--- config.mk ---
export PLATFORM = sky130hd
export DESIGN_NAME = rtss_status
export DESIGN_NICKNAME = d
export VERILOG_FILES = /design/src/rtss_pkg.sv /design/src/rtss_sync.sv /design/src/rtss_status.sv
export SDC_FILE = /design/constraint.sdc
export NUM_CORES = 1
export LEC_CHECK = 0
export ABC_CLOCK_PERIOD_IN_PS = 2000
export BUFFER_PORTS_ARGS = -buffer_cell sky130_fd_sc_hd__buf_4
export CORE_UTILIZATION = 48
export DETAILED_ROUTE_END_ITERATION = 16
export GPL_ROUTABILITY_DRIVEN = 0
export HOLD_SLACK_MARGIN = 0.12
export PLACE_DENSITY = 0.86
export SLEW_MARGIN = 20
export SYNTH_ARGS = -nofsm -noshare
export SYNTH_HDL_FRONTEND = slang
export SYNTH_HIERARCHICAL = 1
export SYNTH_SLANG_ARGS = --single-unit
--- constraint.sdc ---
create_clock -name core_clk_in -period 2 [get_ports core_clk_in]
set_input_delay 0.4 -clock core_clk_in [delete_from_list [all_inputs] [get_ports core_clk_in]]
set_output_delay 0.4 -clock core_clk_in [all_outputs]
set_load 0.05 [all_outputs]
--- src/rtss_pkg.sv ---
// package for the remote terminal system status register
package rtss_pkg;

  // status word bit positions
  localparam int FIELD_LSB      = 0;
  localparam int FIELD_MSB      = 4;
  localparam int MODE_SUB_BIT   = 5;
  localparam int CHAN_A_BIT     = 6;
  localparam int CHANNEL_B_ENABLED_BIT    = 7;
  localparam int CHANNEL_A_ENABLED_BIT    = 8;
  localparam int TFLAG_EN_BIT   = 9;
  localparam int BUSY_BIT       = 10;
  localparam int SELFTEST_BIT   = 11;
  localparam int PARITY_ERR_BIT = 12;
  localparam int MSG_ERR_BIT    = 13;
  localparam int VALID_MSG_BIT  = 14;
  localparam int TERM_ACT_BIT   = 15;

  // status word reset value
  localparam logic [15:0] STATUS_RESET = 16'h0240;

  // register address selecting the status word
  localparam logic ADDR_STATUS = 1'b0;

  // command field code of inhibit terminal flag and its override
  localparam logic [4:0] MC_INHIBIT_TFLAG  = 5'h06;
  localparam logic [4:0] MC_OVERRIDE_TFLAG = 5'h07;

  // decoded command as reported by the decoder logic
  typedef struct packed {
    logic       valid;
    logic       is_sub;
    logic       on_chan_a;
    logic [4:0] field;
  } rtss_cmd_t;

  // host register port pins; cs_n and ctrl_n active low, rd_wr high for a read
  typedef struct packed {
    logic cs_n;
    logic ctrl_n;
    logic rd_wr;
    logic addr0;
  } rtss_host_t;

endpackage : rtss_pkg

--- src/rtss_sync.sv ---
// two flip-flop synchroniser for a group of pin levels
`timescale 1ns/10ps
module rtss_sync
  import rtss_pkg::*;
#(
  parameter int W = 6
) (
  // clock and reset
  input  wire logic         core_clk_in,
  input  wire logic         rstn_in,
  // levels
  input  wire logic [W-1:0] d_in,
  output logic      [W-1:0] q_out
);

  logic [W-1:0] meta_reg;

  always_ff @(posedge core_clk_in or negedge rstn_in) begin
    if (!rstn_in) begin
      meta_reg <= '1;
      q_out    <= '1;
    end else begin
      meta_reg <= d_in;
      q_out    <= meta_reg;
    end
  end

endmodule : rtss_sync

--- src/rtss_status.sv ---
// system status register of the remote terminal interface
`timescale 1ns/10ps
module rtss_status
  import rtss_pkg::*;
(
  // clock and reset
  input  wire logic        core_clk_in,
  input  wire logic        rstn_in,
  // host register port pins
  input  wire rtss_host_t  host_in,
  // decoded command from the decoders
  input  wire rtss_cmd_t   cmd_in,
  // control register state
  input  wire logic        channel_a_enabled_in,
  input  wire logic        channel_b_enabled_in,
  input  wire logic        host_busy_request_in,
  input  wire logic        self_test_in,
  // error and message events
  input  wire logic        address_parity_error_in,
  input  wire logic        message_error_in,
  input  wire logic        valid_message_in,
  // activity pins
  input  wire logic        transmit_active_n_in,
  input  wire logic        receive_active_n_in,
  // data pins
  output logic [15:0]      data_out,
  output logic [15:0]      data_oe_out,
  // command field status pins
  output logic [4:0]       command_field_bits_out,
  output logic             mode_or_sub_flag_out
);

  logic [5:0]  pins_sync;
  logic        cs_n_s, ctrl_n_s, rd_wr_s, addr0_s, transmit_active_n_n_s, rcv_n_s;
  logic        rd_sel, rd_sel_reg;
  logic [4:0]  field_reg;
  logic        is_sub_reg;
  logic        chan_a_reg;
  logic        tflag_en_reg;
  logic        busy_reg;
  logic        msg_err_reg;
  logic        valid_msg_reg;
  logic [15:0] status_word;

  rtss_sync #(.W(6)) u_sync (
    .core_clk_in (core_clk_in),
    .rstn_in     (rstn_in),
    .d_in        ({host_in.cs_n, host_in.ctrl_n, host_in.rd_wr, host_in.addr0,
                   transmit_active_n_in, receive_active_n_in}),
    .q_out       (pins_sync)
  );

  assign {cs_n_s, ctrl_n_s, rd_wr_s, addr0_s, transmit_active_n_n_s, rcv_n_s} = pins_sync;

  assign rd_sel = !cs_n_s && !ctrl_n_s && rd_wr_s && (addr0_s == ADDR_STATUS);

  always_ff @(posedge core_clk_in or negedge rstn_in) begin
    if (!rstn_in) begin
      field_reg  <= '0;
      is_sub_reg <= 1'b0;
      chan_a_reg <= 1'b1;
    end else if (cmd_in.valid) begin
      field_reg  <= cmd_in.field;
      is_sub_reg <= cmd_in.is_sub;
      chan_a_reg <= cmd_in.on_chan_a;
    end
  end

  always_ff @(posedge core_clk_in or negedge rstn_in) begin
    if (!rstn_in) begin
      tflag_en_reg <= 1'b1;
    end else if (cmd_in.valid && !cmd_in.is_sub) begin
      if (cmd_in.field == MC_INHIBIT_TFLAG) begin
        tflag_en_reg <= 1'b0;
      end else if (cmd_in.field == MC_OVERRIDE_TFLAG) begin
        tflag_en_reg <= 1'b1;
      end
    end
  end

  always_ff @(posedge core_clk_in or negedge rstn_in) begin
    if (!rstn_in) begin
      busy_reg <= 1'b0;
    end else begin
      busy_reg <= host_busy_request_in;
    end
  end

  always_ff @(posedge core_clk_in or negedge rstn_in) begin
    if (!rstn_in) begin
      msg_err_reg <= 1'b0;
    end else if (message_error_in || address_parity_error_in) begin
      msg_err_reg <= 1'b1;
    end else if (rd_sel_reg && !rd_sel) begin
      msg_err_reg <= 1'b0;
    end
  end

  always_ff @(posedge core_clk_in or negedge rstn_in) begin
    if (!rstn_in) begin
      valid_msg_reg <= 1'b0;
    end else if (valid_message_in) begin
      valid_msg_reg <= 1'b1;
    end else if (rd_sel_reg && !rd_sel) begin
      valid_msg_reg <= 1'b0;
    end
  end

  always_comb begin
    status_word                              = '0;
    status_word[FIELD_MSB:FIELD_LSB]         = field_reg;
    status_word[MODE_SUB_BIT]                = is_sub_reg;
    status_word[CHAN_A_BIT]                  = chan_a_reg;
    status_word[CHANNEL_B_ENABLED_BIT]                 = channel_b_enabled_in;
    status_word[CHANNEL_A_ENABLED_BIT]                 = channel_a_enabled_in;
    status_word[TFLAG_EN_BIT]                = tflag_en_reg;
    status_word[BUSY_BIT]                    = busy_reg;
    status_word[SELFTEST_BIT]                = self_test_in;
    status_word[PARITY_ERR_BIT]              = address_parity_error_in;
    status_word[MSG_ERR_BIT]                 = msg_err_reg;
    status_word[VALID_MSG_BIT]               = valid_msg_reg;
    status_word[TERM_ACT_BIT]                = ~(transmit_active_n_n_s & rcv_n_s);
  end

  // drive data pins during a read
  always_ff @(posedge core_clk_in or negedge rstn_in) begin
    if (!rstn_in) begin
      rd_sel_reg  <= 1'b0;
      data_out    <= '0;
      data_oe_out <= '0;
    end else begin
      rd_sel_reg  <= rd_sel;
      data_oe_out <= {16{rd_sel}};
      // hold word captured at read start
      if (rd_sel && !rd_sel_reg) begin
        data_out <= status_word;
      end else if (!rd_sel) begin
        data_out <= '0;
      end
    end
  end

  always_ff @(posedge core_clk_in or negedge rstn_in) begin
    if (!rstn_in) begin
      command_field_bits_out <= '0;
      mode_or_sub_flag_out   <= 1'b0;
    end else begin
      command_field_bits_out <= field_reg;
      mode_or_sub_flag_out   <= is_sub_reg;
    end
  end
endmodule : rtss_status

==> results.toml <==
[outcome]
run_status = "finished clean"

[clock_network]
cts.root.buffer_cell = "sky130_fd_sc_hd__clkbuf_4"
setup_fix_bufs_post_cts = 0
cts_num_sinks = 46
max-clock-path-buffers = 2
clk_latency_ns = 0.34
postCtsResizedCells = 0
cts-htree-levels = 2
clk_transition_reported_paths_ns = 0.12
cts_inserted_buffers = 5
tritoncts_clock_tree = "yes"

[power_and_ir_drop]
power-per-cell-area_mw_per_mm2 = 851
power_total_mw = 1.78
power.static_leakage_nw = 1.04
worst_ir_drop_vdd_mv = 0.643

[worst_setup_path]
worst_path_dominant_cell_family = "flip-flops"
crit_required_ns = 1.60
critical_path.slowest_cell = "sky130_fd_sc_hd__dfrtp_1"
timing_worst_setup_path_type = "flip-flop to output pin"
worstSetupStartpointType = "flip-flop"
setup.worst_path.end_class = "output pin"
cp.arrival_ns = 1.37
path_buf_inv = 1
crit_chain = "buf_4"
stage_delay_of_the_slowest_cell_on_the_critical_path_ns = 0.73
crit_path_max_fanout = 21

[floorplanning]
io-pin-count = 61
fp.dieW_um = 60.5
initial_core_util = 0.521
fp.coreArea_sq_mm = 0.00315
dieArea_sq_mm = 0.00366
die_span_y_um = 60.5
placement_rows = 20

[routing]
totalWireLength_um = 2680
remaining_drc_errors = 0
drt_iter0_drc = 14
total_iterations_of_the_first_detailed_routing_run = 4
postRouteAntennaNets = 0
post_drt_via_cell_ratio = 4.79
dr_total_vias = 939
route.detailed.wl_per_inst_um = 13.6

[logic_synthesis]
synth_edf_count = 0
synth_top_cells_by_area = "sky130_fd_sc_hd__dfrtp_1 (49%), sky130_fd_sc_hd__dfstp_2 (22%), sky130_fd_sc_hd__buf_4 (7.3%), sky130_fd_sc_hd__mux2_2 (5.5%), sky130_fd_sc_hd__a22o_1 (5.3%)"
ys.flop_type = "sky130_fd_sc_hd__dfrtp_1"
flip_flop_and_latch_count_after_synthesis = 46
netlist.area_leader.share = 0.488
syn_area_per_cell_sq_um = 16.3
synth_common_cells = "sky130_fd_sc_hd__dfrtp_1 (32), sky130_fd_sc_hd__buf_4 (16), sky130_fd_sc_hd__dfstp_2 (14)"
synthDominantAreaCellType = "sky130_fd_sc_hd__dfrtp_1"
synth.yosys.seq_area_share = 0.712
yosysMostFrequentCell = "sky130_fd_sc_hd__dfrtp_1"
synth_cells = 101
yosys_warning_count = 6
netlist-cell-type-count = 20
mappedNetlistNets = 124
mappedNetlistArea_sq_mm = 0.00164
async_reset_ff_frac = 1.00

[placed_design]
placed_cells_incl_taps = 186
dp_hpwl_um = 1900
place.port_buffers = 60

[final_layout]
num_antenna_cells = 0
largest_reg_flops = 16
final_cell_count_no_fill = 196
final_layout_size_suffix_gt1_frac = 0.658
syn_to_final_growth_pct = 27.4
final_nets = 174
fill_cell_total_of_the_finished_layout = 247

[job]
maxCapViolCount = 0

[global_routing]
track_usage = 0.162
first_global_vias = 901
grt_first_pass_wirelength_um = 4120
largest_net_degree_at_the_start_of_global_routing = 47
antenna_violations_before_repair = 0
grt_overflow_total = 0

[timing]
worst_pin_slew_ns = 0.571
fmax_mhz = 565
finalSetupViolCount = 0
whs_ns = 0.156
finalMaxSlewViolations = 0
fin_skew_ns = 0.00384
worst_slew_margin_rel = 0.619
period_share = 0.884
unrepaired_setup_endpoints_after_global_routing = "false"
timing.final.crit_period_ns = 1.77
finalHoldViolCount = 0
finalSetupTns_ns = 0

[hold_path]
hold_path_class = "input port to flip-flop"
[final timing paths]
check	start	to	slack (ns)	cells after the start
max	data_oe_out[0]$_DFF_PN0_	data_oe_out[7]	0.23	1
min	host_in[3]	u_sync/meta_reg[5]$_DFF_PN1_	0.16	1
max reg2reg	u_sync/q_out[3]$_DFF_PN1_	data_out[11]$_DFFE_PN0P_	0.46	4
min reg2reg	u_sync/meta_reg[0]$_DFF_PN1_	u_sync/q_out[0]$_DFF_PN1_	0.36	0
max in group asynchronous	rstn_in	chan_a_reg$_DFFE_PN1P_	1.04	2
min in group asynchronous	rstn_in	command_field_bits_out[1]$_DFF_PN0_	0.58	2
[routing by layer]
| layer | part of all wire | wire, um | vias up | GRT usage |
|---|---|---|---|---|
| met2 | 0.51 | 1370 | 40 | 0.257 |
| li1 | - | - | 435 | - |
| met5 | 0 | 0 | - | 0 |
| met3 | 0.076 | 202 | 2 | 0.0426 |
| met1 | 0.41 | 1090 | 462 | 0.203 |
| met4 | 0.0064 | 17 | 0 | 0.0877 |
[layout make-up]
| type | instances | area (sq um) | area share |
|---|---|---|---|
| clock buffers | 5 | 37.5 | 0.0180 |
| clock inverters | 3 | 40.0 | 0.0192 |
| inverters | 1 | 3.75 | 0.00180 |
| multi-input cells | 34 | 308 | 0.147 |
| flip-flops and latches | 46 | 1170 | 0.559 |
| well taps | 44 | 55.1 | 0.0263 |
| repair buffers | 63 | 478 | 0.229 |
[layout by cell type, fill, tap and decap left out]
cell type	n
sky130_fd_sc_hd__buf_4	61
sky130_fd_sc_hd__dfrtp_1	32
sky130_fd_sc_hd__dfstp_2	14
sky130_fd_sc_hd__a22o_1	10
sky130_fd_sc_hd__mux2_2	8
sky130_fd_sc_hd__a22o_2	5
sky130_fd_sc_hd__clkbuf_4	5
sky130_fd_sc_hd__a21oi_1	2
sky130_fd_sc_hd__clkinv_2	2
sky130_fd_sc_hd__dlygate4sd3_1	2
sky130_fd_sc_hd__or4b_4	1
sky130_fd_sc_hd__inv_2	1
sky130_fd_sc_hd__and2_4	1
sky130_fd_sc_hd__nor2_2	1
sky130_fd_sc_hd__nor2_1	1
sky130_fd_sc_hd__nor4bb_1	1
sky130_fd_sc_hd__nand3b_1	1
sky130_fd_sc_hd__nand2_1	1
sky130_fd_sc_hd__a211o_1	1
sky130_fd_sc_hd__a21o_1	1
sky130_fd_sc_hd__bufinv_16	1
[where the power goes]
| group | total [mW] | switching (mW) | internal (mW) |
|---|---|---|---|
| clock | 0.525 | 0.265 | 0.259 |
| combinational | 0.231 | 0.144 | 0.0870 |
| sequential | 1.02 | 0.0286 | 0.995 |
| total | 1.78 | 0.438 | 1.34 |
[cell families (layout without fill, tap and decap cells)]
group / Yosys count / after routing / share of synthesized area
flops: 46 / 46 / 0.712
buf+inv: 21 / 72 / 0.101
compound gates: 19 / 19 / 0.0998
simple gates: 7 / 7 / 0.0328
mux: 8 / 8 / 0.0549
[per-stage QoR]
stage	area (sq um)	worst slack (ns)	util
final	2090	0.232	0.663
after global routing	2090	0.0947	0.663
after CTS	2080	0.190	0.660
after detailed placement	1990	0.486	0.632
after global placement	1990	0.513	0.632
after floorplan	1640	0.438	-
[what timing repair did]
action	CTS	global route
endpoints found under the hold margin	32	1
endpoints found under the setup margin	0	0
hold buffers	1	1
Power figures use the tool's default switching activity.
